File: src/rtl/drive_iface_pkg.sv
// Purpose: Shared constants and carriers for the diskette drive interface
// Assumes: 20 MHz system clock
// Notes:   Register offsets are byte addresses on a 32-bit AXI4-Lite bus
package drive_iface_pkg;

    localparam int unsigned CLK_HZ       = 20_000_000;
    // Index/sector pulse low width, 4 ms nominal
    localparam int unsigned IDX_WIDTH_US = 4000;
    localparam int unsigned IDX_WIDTH_CYC = IDX_WIDTH_US * (CLK_HZ / 1_000_000);
    localparam int unsigned DATA_LOW_NS  = 1000;
    localparam int unsigned DATA_LOW_CYC = DATA_LOW_NS / (1_000_000_000 / CLK_HZ);
    localparam int unsigned MIN_STEP_NS  = 1000;
    localparam int unsigned MIN_STEP_CYC =
        (MIN_STEP_NS + (1_000_000_000 / CLK_HZ) - 1) / (1_000_000_000 / CLK_HZ);

    localparam logic [7:0] REG_CTRL   = 8'h00;
    localparam logic [7:0] REG_STATUS = 8'h04;
    localparam logic [7:0] REG_TRACK  = 8'h08;
    localparam logic [7:0] REG_EVENTS = 8'h0C;

    localparam int unsigned CTRL_SELECT_LSB = 0;
    localparam int unsigned CTRL_HARD_SECT  = 2;
    localparam int unsigned CTRL_WP_NOTCH   = 3;
    localparam int unsigned CTRL_MEDIA_IN   = 4;
    localparam logic [31:0] CTRL_RESET      = 32'h0000_0019;

    localparam logic [1:0] RESP_OKAY   = 2'b00;
    localparam logic [1:0] RESP_SLVERR = 2'b10;

    // Decoded drive commands as seen after sync, before select gating
    typedef struct packed {
        logic motorOn;
        logic dirIn;
        logic stepLow;
        logic writeGate;
        logic sideOne;
    } drive_cmd_s;

    // Head and media outputs reported to software
    typedef struct packed {
        logic       spindleRun;
        logic       writeEnable;
        logic       readEnable;
        logic       upperHead;
        logic       lampOn;
        logic       trackZero;
    } drive_state_s;

endpackage : drive_iface_pkg
File: src/rtl/diskette_drive_interface_control.sv
// Purpose: Drive-side logic of a single-density diskette drive interface
// Assumes: Cable inputs are asynchronous and active low; rst_n synchronous
// Notes:   Rotation, index holes and flux come from sensor inputs; software
//          configures select line, media type and sensors over AXI4-Lite
//
// The implementer's own choices: the register addresses and the AXI4-Lite slave port.
`timescale 1ns/1ps

// Contract
// - Inputs and outputs act only while selected, except the indicator input
// - Four select lines, drive answers one
// - Spindle runs while motor input low
// - Direction low steps inward, high outward
// - One track move per step, rising edge
// - Write gate low enables writing
// - Write gate high enables stepping and read
// - Indicator input lights lamp, ungated
// - Side input high lower head, low upper
// - Track-zero output low at track zero
// - Outward steps ignored at track zero
// - Single-hole media gives index per turn
// - Multi-hole media adds sector pulses
// - Index and sector pulses low 4ms
// - Write-protect low when no notch
// - Write protect inhibits writing
// - Write data falling edge reverses current
module diskette_drive_interface_control
    import drive_iface_pkg::*;
#(
    parameter int unsigned TRACKS        = 40,
    parameter int unsigned IDX_PULSE_CYC = IDX_WIDTH_CYC
)
(
    // Clock and reset
    input  wire logic        clk_sys,
    input  wire logic        rst_n,
    // Cable inputs, active low
    input  wire logic [3:0]  select_n,
    input  wire logic        motorOn_n,
    input  wire logic        direction_n,
    input  wire logic        step_n,
    input  wire logic        writeGate_n,
    input  wire logic        writeData_n,
    input  wire logic        sideOne_n,
    input  wire logic        inUse_n,
    // Cable outputs, active low, open collector style
    output logic             trackZero_n,
    output logic             indexSector_n,
    output logic             writeProtect_n,
    output logic             readData_n,
    // Sensors and mechanics
    input  wire logic        holeSense,
    input  wire logic        fluxSense,
    output logic             spindleRun,
    output logic             headStepPulse,
    output logic             headStepIn,
    output logic             upperHead,
    output logic             writeCurrent,
    output logic             writeEnable,
    output logic             lampOn,
    // AXI4-Lite slave
    input  wire logic [7:0]  s_axi_awaddr,
    input  wire logic        s_axi_awvalid,
    output logic             s_axi_awready,
    input  wire logic [31:0] s_axi_wdata,
    input  wire logic [3:0]  s_axi_wstrb,
    input  wire logic        s_axi_wvalid,
    output logic             s_axi_wready,
    output logic [1:0]       s_axi_bresp,
    output logic             s_axi_bvalid,
    input  wire logic        s_axi_bready,
    input  wire logic [7:0]  s_axi_araddr,
    input  wire logic        s_axi_arvalid,
    output logic             s_axi_arready,
    output logic [31:0]      s_axi_rdata,
    output logic [1:0]       s_axi_rresp,
    output logic             s_axi_rvalid,
    input  wire logic        s_axi_rready
);

    if (TRACKS < 2 || TRACKS > 255 || IDX_PULSE_CYC < 1)
    begin : g_bad_params
        $error("Unsupported drive parameters");
    end

    localparam int N_SYNC = 11;

    // Three-stage sync; a change counts when stages two and three agree
    logic [N_SYNC-1:0] s1;
    logic [N_SYNC-1:0] s2;
    logic [N_SYNC-1:0] s3;
    logic [N_SYNC-1:0] clean;
    logic [N_SYNC-1:0] rawIn;

    assign rawIn = {select_n, motorOn_n, direction_n, step_n, writeGate_n,
                    writeData_n, sideOne_n, inUse_n};

    always_ff @(posedge clk_sys)
    begin
        if (!rst_n)
        begin
            s1 <= '1;
            s2 <= '1;
            s3 <= '1;
        end
        else
        begin
            s1 <= rawIn;
            s2 <= s1;
            s3 <= s2;
        end
    end

    always_ff @(posedge clk_sys)
    begin
        if (!rst_n)
            clean <= '1;
        else
            for (int i = 0; i < N_SYNC; i++)
                if (s2[i] == s3[i])
                    clean[i] <= s3[i];
    end

    logic [31:0] ctrl;
    logic [1:0]  selLine;
    logic        selected;
    drive_cmd_s  cmd;

    assign selLine  = ctrl[CTRL_SELECT_LSB +: 2];
    assign selected = !clean[7 + selLine];
    assign cmd.motorOn   = !clean[6];
    assign cmd.dirIn     = !clean[5];
    assign cmd.stepLow   = !clean[4];
    assign cmd.writeGate = !clean[3];
    assign cmd.sideOne   = !clean[1];

    // Motor follows its own line; select gating keeps unselected drives still
    always_ff @(posedge clk_sys)
    begin
        if (!rst_n)
            spindleRun <= 1'b0;
        else
            spindleRun <= selected && cmd.motorOn;
    end

    // Step edge detection; move starts at the trailing edge
    logic       stepPrev;
    logic       stepRise;
    logic [7:0] track;
    logic       protect;
    logic       mediaIn;

    assign protect = mediaIn && !ctrl[CTRL_WP_NOTCH];
    assign mediaIn = ctrl[CTRL_MEDIA_IN];

    always_ff @(posedge clk_sys)
    begin
        if (!rst_n)
            stepPrev <= 1'b0;
        else
            stepPrev <= cmd.stepLow && selected;
    end

    assign stepRise = stepPrev && !(cmd.stepLow && selected);

    always_ff @(posedge clk_sys)
    begin
        if (!rst_n)
        begin
            track         <= 8'h00;
            headStepPulse <= 1'b0;
            headStepIn    <= 1'b0;
        end
        else
        begin
            headStepPulse <= 1'b0;
            if (stepRise && selected && !cmd.writeGate)
            begin
                headStepIn <= cmd.dirIn;
                if (cmd.dirIn)
                begin
                    if (track < 8'(TRACKS - 1))
                    begin
                        track         <= track + 8'h01;
                        headStepPulse <= 1'b1;
                    end
                end
                else if (track != 8'h00)
                begin
                    track         <= track - 8'h01;
                    headStepPulse <= 1'b1;
                end
            end
        end
    end

    // Write path: gate low and no protect, each falling data edge flips
    logic dataPrev;

    always_ff @(posedge clk_sys)
    begin
        if (!rst_n)
        begin
            writeEnable  <= 1'b0;
            writeCurrent <= 1'b0;
            dataPrev     <= 1'b1;
        end
        else
        begin
            dataPrev    <= clean[2];
            writeEnable <= selected && cmd.writeGate && !protect;
            if (writeEnable && dataPrev && !clean[2])
                writeCurrent <= !writeCurrent;
        end
    end

    always_ff @(posedge clk_sys)
    begin
        if (!rst_n)
        begin
            upperHead <= 1'b0;
            lampOn    <= 1'b0;
        end
        else
        begin
            if (selected)
                upperHead <= cmd.sideOne;
            lampOn <= !clean[0];
        end
    end

    // Read data: each flux edge while selected with write gate high gives a fixed-width low pulse
    logic [2:0] fluxSync;
    logic       fluxLevel;
    logic       fluxPrev;
    logic [7:0] readCnt;

    always_ff @(posedge clk_sys)
    begin
        if (!rst_n)
        begin
            fluxSync  <= 3'b000;
            fluxLevel <= 1'b0;
            fluxPrev  <= 1'b0;
            readCnt   <= 8'h00;
        end
        else
        begin
            fluxSync <= {fluxSync[1:0], fluxSense};
            // Sensor is asynchronous: take a level once stages two and three agree
            if (fluxSync[1] == fluxSync[2])
                fluxLevel <= fluxSync[2];
            fluxPrev <= fluxLevel;
            if (fluxLevel != fluxPrev && selected && !cmd.writeGate)
                readCnt <= 8'(DATA_LOW_CYC);
            else if (readCnt != 8'h00)
                readCnt <= readCnt - 8'h01;
        end
    end

    // Index/sector: every hole sensed while the spindle runs with media in becomes one stretched low pulse;
    // single-hole media yields one per turn, the last hole before index
    // of hard-sector media is included since all holes pass through
    logic [2:0]  holeSync;
    logic        holeLevel;
    logic        holePrev;
    logic [31:0] idxCnt;

    always_ff @(posedge clk_sys)
    begin
        if (!rst_n)
        begin
            holeSync  <= 3'b000;
            holeLevel <= 1'b0;
            holePrev  <= 1'b0;
            idxCnt    <= 32'h0000_0000;
        end
        else
        begin
            holeSync <= {holeSync[1:0], holeSense};
            if (holeSync[1] == holeSync[2])
                holeLevel <= holeSync[2];
            holePrev <= holeLevel;
            if (holeLevel && !holePrev && spindleRun && mediaIn)
                idxCnt <= IDX_PULSE_CYC;
            else if (idxCnt != 32'h0000_0000)
                idxCnt <= idxCnt - 32'h0000_0001;
        end
    end

    // Outputs go high (released) unless selected
    always_ff @(posedge clk_sys)
    begin
        if (!rst_n)
        begin
            trackZero_n    <= 1'b1;
            indexSector_n  <= 1'b1;
            writeProtect_n <= 1'b1;
            readData_n     <= 1'b1;
        end
        else
        begin
            trackZero_n    <= !(selected && track == 8'h00);
            indexSector_n  <= !(selected && idxCnt != 32'h0000_0000);
            writeProtect_n <= !(selected && protect);
            readData_n     <= !(selected && readCnt != 8'h00);
        end
    end

    // AXI4-Lite slave: one write and one read at a time
    logic        awHeld;
    logic        wHeld;
    logic [7:0]  awAddr;
    logic [31:0] wData;
    logic [3:0]  wStrb;

    assign s_axi_awready = !awHeld && !s_axi_bvalid;
    assign s_axi_wready  = !wHeld && !s_axi_bvalid;
    assign s_axi_arready = !s_axi_rvalid;

    always_ff @(posedge clk_sys)
    begin
        if (!rst_n)
        begin
            awHeld       <= 1'b0;
            wHeld        <= 1'b0;
            awAddr       <= 8'h00;
            wData        <= 32'h0000_0000;
            wStrb        <= 4'h0;
            s_axi_bvalid <= 1'b0;
            s_axi_bresp  <= RESP_OKAY;
            ctrl         <= CTRL_RESET;
        end
        else
        begin
            if (s_axi_awvalid && s_axi_awready)
            begin
                awHeld <= 1'b1;
                awAddr <= s_axi_awaddr;
            end
            if (s_axi_wvalid && s_axi_wready)
            begin
                wHeld <= 1'b1;
                wData <= s_axi_wdata;
                wStrb <= s_axi_wstrb;
            end
            if (awHeld && wHeld)
            begin
                awHeld       <= 1'b0;
                wHeld        <= 1'b0;
                s_axi_bvalid <= 1'b1;
                if (awAddr == REG_CTRL)
                begin
                    for (int b = 0; b < 4; b++)
                        if (wStrb[b])
                            ctrl[8*b +: 8] <= wData[8*b +: 8];
                    s_axi_bresp <= RESP_OKAY;
                end
                else
                    s_axi_bresp <= RESP_SLVERR;
            end
            else if (s_axi_bvalid && s_axi_bready)
                s_axi_bvalid <= 1'b0;
        end
    end

    drive_state_s st;

    assign st = '{spindleRun, writeEnable, selected && !cmd.writeGate,
                  upperHead, lampOn, track == 8'h00};

    always_ff @(posedge clk_sys)
    begin
        if (!rst_n)
        begin
            s_axi_rvalid <= 1'b0;
            s_axi_rdata  <= 32'h0000_0000;
            s_axi_rresp  <= RESP_OKAY;
        end
        else if (s_axi_arvalid && s_axi_arready)
        begin
            s_axi_rvalid <= 1'b1;
            s_axi_rresp  <= RESP_OKAY;
            unique case (s_axi_araddr)
                REG_CTRL:   s_axi_rdata <= ctrl;
                REG_STATUS: s_axi_rdata <= {26'h0, st};
                REG_TRACK:  s_axi_rdata <= {24'h0, track};
                REG_EVENTS: s_axi_rdata <= {21'h0, ~clean};
                default:
                begin
                    s_axi_rdata <= 32'h0000_0000;
                    s_axi_rresp <= RESP_SLVERR;
                end
            endcase
        end
        else if (s_axi_rvalid && s_axi_rready)
            s_axi_rvalid <= 1'b0;
    end

endmodule : diskette_drive_interface_control

File: config.mk
export PLATFORM = sky130hd
export DESIGN_NAME = diskette_drive_interface_control
export DESIGN_NICKNAME = d
export VERILOG_FILES = /design/src/rtl/drive_iface_pkg.sv /design/src/rtl/diskette_drive_interface_control.sv
export SDC_FILE = /design/constraint.sdc
export NUM_CORES = 1
export LEC_CHECK = 0
export ABC_AREA = 1
export ABC_CLOCK_PERIOD_IN_PS = 2380
export BUFFER_PORTS_ARGS = -buffer_cell sky130_fd_sc_hd__buf_2
export CAP_MARGIN = 20
export CORE_ASPECT_RATIO = 1.4
export CORE_MARGIN = 2
export CORE_UTILIZATION = 59
export CTS_BUF_LIST = sky130_fd_sc_hd__clkbuf_8
export DETAILED_ROUTE_END_ITERATION = 12
export GPL_ROUTABILITY_DRIVEN = 0
export PLACE_DENSITY = 0.89
export SYNTH_ARGS = -nofsm -noshare
export SYNTH_HDL_FRONTEND = slang
export SYNTH_SLANG_ARGS = --single-unit
File: constraint.sdc
create_clock -name clk_sys -period 2.38 [get_ports clk_sys]
set_clock_uncertainty 0.15 [all_clocks]
set_input_delay 0.119 -clock clk_sys [delete_from_list [all_inputs] [get_ports clk_sys]]
set_output_delay 0.119 -clock clk_sys [all_outputs]
set_load 0.01 [all_outputs]
==> run summary, run 1 <==
max-slew violation count: 0
Worst-path clk slew: 80 ps
Setup TNS: 0 ps
power per cell area: 943 nW/um2
routed vias/inst: 5.52
Peak VDD IR: 0.653 mV
post-synthesis async set-or-reset flop share: 0
FMAX: 458 MHz
Starting Density: 0.604
final count of hold timing violations: 0
Die X-Extent: 109 um
TritonRoute pass-1 iters: 8
Critical Path Sink Type: flop
Mapped Cells: 1191
largest net degree at the start of global routing: 59
CTS Buffer Depth: 3
Fill cells: 962
CTS tree: yes
Synth Area in Simple Gates: 0.273
main combinational cell family by area after synthesis: simple AND/OR/NAND/NOR gates
final clock period utilization by the worst path: 0.918
DP Area: 9860 um2
num rows: 53
I/O pin total: 124
drt drc: 0
mux share of post-synthesis cell area: 0
DP HPWL: 14.8 mm
WS Path Type: in2reg
total die area: 16400 um2
outcome: complete, no violations
Area Overhead vs Synth: 23.9%
Data arrival, critical path: 2480 ps
worst rel slew slack: 0.644
crit-path max FO: 58
Final min period: 2190 ps
number of global-route vias before repair: 8672
DR vias: 8881
Seq/Total Area, Yosys: 0.504
worst path required time: 2670 ps
PortBufs: 121
Synth Area in XOR/XNOR: 0.0356
layout cells sized above 1: 0.169
DIE HEIGHT: 151 um
max-cap viol count: 0
initial drt markers: 695
synthesized flop and latch total: 229
global route total overflow: 0
Clk Latency, worst-skew pair: 530 ps
average footprint of a synthesized cell: 7.64 um2
hold-critical path depth: 4
Net count, final: 1471
Syn Std Cell Area: 9090 um2
Synth Area in Compound Gates: 0.120
Hold Path Class: in2reg
Post-Synth Adder-Cell Area: 0.0146
Startpoint Class: input port
CTS H-tree lvls: 2
drt wl/cell: 15.8 um
initial antenna violation count: 1
design area: 11300 um2
Sink Count: 229
Worst Max-Slew Pin Slew: 534 ps
Leak: 5.10 nW
Synth cell types: 39
unrepaired setup endpoints after global routing: no
Util after Layout: 0.749
root buffer cell: clkbuf_8
endpoints failing setup: 0
CTS buffer count: 35
top_reg_cell synth: dfxtp_1
R2R depth: 5
Routed Antenna Nets: 0
Syn. warnings: 0
global-route wire length before repair: 40.8 mm
tightest hold margin: 35.1 ps
Core Area: 15100 um2
Post-Route WL: 25.4 mm
gr usage total: 0.311
Post-synth EDFFs: 0
[worst max-delay path, cell delays in order]
cell	delay (ps)
dlygate4sd3_1	530
buf_2	360
buf_4	500
o21ai_0	220
dlygate4sd3_1	620
nor2_1	100
[metal layers]
| metal | wire length [um] | vias to the layer above | track usage |
|---|---|---|---|
| li1 | - | 4230 | - |
| met1 | 9080 | 4069 | 0.340 |
| met3 | 1930 | 111 | 0.0590 |
| met5 | 0 | - | 0 |
| met2 | 13200 | 471 | 0.566 |
| met4 | 1170 | 0 | 0.153 |
[report_power, final]
group	switching, mW	internal [mW]	total (mW)
clock network	1.52	1.61	3.13
logic	1.88	1.11	3.00
registers	0.289	4.21	4.50
[what timing repair did]
item	CTS	global route
hold buffers	72	0
endpoints found under the hold margin	76	0
setup buffers	0	0
resized for setup	0	4
setup endpoints to repair	0	4
[cell usage in the layout, fill, tap and decap left out, drive strengths merged, types with 2 or more instances in the layout]
cell type / n
inv: 87
a211oi: 2
nor2: 263
nand4: 13
o211ai: 3
xor2: 19
a31oi: 3
clkinv: 10
ha: 9
or2: 34
o21ai: 129
dfxtp: 229
dlygate4sd3: 72
nand3: 35
xnor2: 18
nor3: 33
conb: 2
a21oi: 69
o21bai: 2
nand2: 202
o21a: 3
buf: 132
clkbuf: 42
[flip-flops by register name (all words and copies together), names as in the netlist, 3 cells and up]
register     flops
idxCnt          32
track            8
s_axi_rdata     32
s1              11
clean           11
wData           32
awAddr           8
fluxSync         3
wStrb            4
s3              11
holeSync         3
readCnt          8
s2              11
ctrl            32
[synthesized netlist by cell type (5+ instances only)]
library cell	count	area [um2]
nor2_1	255	957
dfxtp_1	229	4580
nand2_1	200	751
o21ai_0	129	646
a21oi_1	69	345
inv_1	67	251
clkbuf_1	36	135
nand3_1	34	170
or2_2	33	206
nor3_1	31	155
xor2_1	19	166
xnor2_1	18	158
nand4_1	11	68.8
ha_1	9	113
clkinv_1	5	18.8
inv_2	5	18.8
nor2_2	5	31.3
[through the flow]
step	power [mW]	setup slack [ps]	std cells
5_1_grt	11.2	53.9	1608
3_5_place_dp	7.37	323	1472
6_report	10.6	194	1608
2_1_floorplan	6.77	539	1192
3_3_place_gp	7.27	415	1472
4_1_cts	10.5	135	1607
[cells by family (layout without fill, tap and decap cells)]
family / Yosys count / in the layout
other: 1 / 3
AND/OR/NAND/NOR: 581 / 581
XOR/XNOR: 37 / 37
adder cells (fa/ha/maj): 10 / 10
buffers and inverters: 121 / 344
flip-flops: 229 / 229
AO/OA/AOI/OAI: 212 / 212
[path summary, 6_finish.rpt]
kind	slack, ps	to	start
max	190	awAddr[3]	rst_n
min	40	awAddr[5]	s_axi_awvalid
max reg2reg	280	s_axi_rvalid	s_axi_rvalid
min reg2reg	260	s2[9]	s1[9]
[layout make-up]
cell class,count,area (um2),share of cell area
flip-flops and latches,229,4580,0.407
repair buffers,204,1420,0.126
clock buffers,42,578,0.0513
inverters,77,289,0.0256
diodes,1,2.50,0.000222
clock inverters,21,93.8,0.00833
well taps,192,240,0.0213
multi-input cells,842,4060,0.360
Note: power is estimated with default switching activity, not from simulation.
==> run 2: changes to the inputs <==
--- a/config.mk
+++ b/config.mk
@@ -5,7 +5,6 @@
 export SDC_FILE = /design/constraint.sdc
 export NUM_CORES = 1
 export LEC_CHECK = 0
-export ABC_AREA = 1
 export ABC_CLOCK_PERIOD_IN_PS = 2380
 export BUFFER_PORTS_ARGS = -buffer_cell sky130_fd_sc_hd__buf_2
 export CAP_MARGIN = 20
==> run 2 against run 1 <==
  * The flow now finishes with violations (setup timing)
  * Via count grew 5.4%
  * Critical endpoint is now idxCnt[24]
  * Total power grew 25%
  * Sequential cell count is the same
  * Final area grew 7.0%
  * Critical path type is now reg2reg
==> run summary, run 2 <==
Area Overhead vs Synth: 35.8%
CTS buffer count: 35
CP max stage cell: a2111oi_0
Post-synth EDFFs: 0
top_reg_cell synth: dfxtp_1
sequential share of power: 0.343
tightest hold margin: 6.85 ps
number of global-route vias before repair: 9380
Yosys top cell area share: 0.516
synthesized flop and latch total: 229
power per cell area: 1110 nW/um2
drt wl/cell: 21.2 um
FMAX: 366 MHz
total die area: 16100 um2
Worst-path clk slew: 70 ps
Syn Std Cell Area: 8880 um2
Final min period: 2730 ps
Fill cells: 740
max incr delay on CP: 620 ps
final clock period utilization by the worst path: 1.15
Startpoint Class: flop
global-route wire length before repair: 46.0 mm
worst path required time: 2640 ps
Synth cell types: 58
Worst Max-Slew Pin Slew: 756 ps
DIE HEIGHT: 149 um
TritonRoute pass-1 iters: 8
CTS tree: yes
initial drt markers: 1280
PortBufs: 121
register area: 4590 um2
CTS H-tree lvls: 2
Hold Path Class: in2reg
unrepaired setup endpoints after global routing: yes
DR vias: 9360
crit-path cells: inv_2, ha_4, or4b_4, or4_4, a2111oi_0, xnor2_1, nor2_1
initial antenna violation count: 2
most frequent cells in the layout: 222 x dfxtp_1, 160 x nand2_1, 121 x buf_2, 114 x a21oi_1, 93 x dlygate4sd3_1
part of the power in the clock network: 0.253
design area: 12100 um2
Post-Synth Adder-Cell Area: 0.0149
routed vias/inst: 6.28
failing checks: setup timing
Psw: 4.96 mW
Setup TNS: -3290 ps
area leader, netlist: dfxtp_1
Starting Density: 0.598
Seq/Total Area, Yosys: 0.516
largest net degree at the start of global routing: 94
DP HPWL: 15.1 mm
Synth Area in XOR/XNOR: 0.0197
post-synthesis async set-or-reset flop share: 0
Data arrival, critical path: 2990 ps
outcome: finished with violations
Leak: 4.87 nW
Routed Antenna Nets: 0
endpoints failing setup: 33
final worst slack: -351 ps
Synth Area in Compound Gates: 0.153
multi-input gate area in the final layout: 4260 um2
Post-Route WL: 31.6 mm
net switching fraction of the power: 0.372
crit-path max FO: 4
Core Area: 14900 um2
Gate power share: 0.404
most common cell after layout, fill and taps aside: dfxtp_1
average footprint of a synthesized cell: 8.79 um2
main combinational cell family by area after synthesis: simple AND/OR/NAND/NOR gates
final count of hold timing violations: 0
root buffer cell: clkbuf_8
Die X-Extent: 108 um
layout cells sized above 1: 0.242
cell with the most instances after synthesis: dfxtp_1
DP Area: 10000 um2
worst rel slew slack: 0.483
Clk Latency, worst-skew pair: 550 ps
mux share of post-synthesis cell area: 0.0268
gr usage total: 0.363
Mapped Cells: 1010
Critical Path Sink Type: flop
num rows: 53
global route total overflow: 0
Int Pwr: 8.36 mW
Area contributors post-synth: dfxtp_1 52%, nand2_1 6.8%, a21oi_1 6.7%
Synth Area in Simple Gates: 0.232
Syn. warnings: 0
Net count, final: 1358
Post-synth top cells: 229 x dfxtp_1, 161 x nand2_1, 118 x a21oi_1
I/O pin total: 124
CTS Buffer Depth: 3
Peak VDD IR: 1.42 mV
Sink Count: 229
max-cap viol count: 0
WS Path Type: reg2reg
max-slew violation count: 0
drt drc: 0
-- run 2: metal layers --
metal	global-route usage	vias up	routed length [um]
met1	0.367	4364	10000
met3	0.0782	239	2830
met5	0	-	11
met4	0.234	2	2660
li1	-	4045	-
met2	0.663	710	16100
-- run 2: what timing repair did --
action	in CTS	in global routing
pin swaps	14	18
buffers inserted	4	7
hold buffers	94	0
hold endpoints to repair	121	0
gates resized for setup	19	44
endpoints found under the setup margin	23	60
gates cloned	1	0
-- run 2: cell type report --
cell class / instances / share of cell area
Clock inverter: 13 / 0.00706
Sequential cell: 229 / 0.381
Multi-Input combinational cell: 700 / 0.354
Timing Repair Buffer: 287 / 0.179
Clock buffer: 45 / 0.0514
Tap cell: 192 / 0.0199
Inverter: 23 / 0.00727
Antenna cell: 2 / 0.000415
-- run 2: path summary, 6_finish.rpt --
path                            slack [ps]              end  cells after the start     startpoint
worst max-delay path                  -350       idxCnt[24]                      7      idxCnt[1]
worst min-delay path                     7  s_axi_rdata[10]                      4  s_axi_arvalid
worst max register to register        -350       idxCnt[24]                      7      idxCnt[1]
worst min register to register         250            s2[1]                      1          s1[1]
-- run 2: power by group through the flow --
| stage | Clock (mW) | Sequential [mW] | Combinational, mW |
|---|---|---|---|
| floorplan | 0 | 4.56 | 2.70 |
| global placement | 0 | 4.58 | 3.97 |
| detailed placement | 0 | 4.59 | 4.11 |
| CTS | 3.28 | 4.52 | 4.66 |
| global route | 3.53 | 4.60 | 5.70 |
| finish | 3.37 | 4.57 | 5.39 |
-- run 2: metrics by stage --
step,setup slack [ps],total power [mW],util,cells
2_1_floorplan,-224,7.26,-,1011
3_3_place_gp,-126,8.55,0.676,1326
3_5_place_dp,-177,8.71,0.676,1326
4_1_cts,-130,12.5,0.795,1483
5_1_grt,-569,13.8,0.811,1490
6_report,-351,13.3,0.811,1491
-- run 2: critical path: cells and delay by family (launching register included) --
family                     cells  cell delay (ps)
and+or+nand+nor                3             1090
AOI/OAI and AO/OA              1              620
DFF                            1              330
xor gates and xnor gates       1              230
adders and majority gates      1              130
buffers and inverters          1               70
-- run 2: kinds of logic after synthesis --
group,after synthesis
XOR/XNOR,20
buffers and inverters,82
flip-flops,229
other,1
AO/OA/AOI/OAI,223
AND/OR/NAND/NOR,430
adder cells (fa/ha/maj),10
multiplexers,15
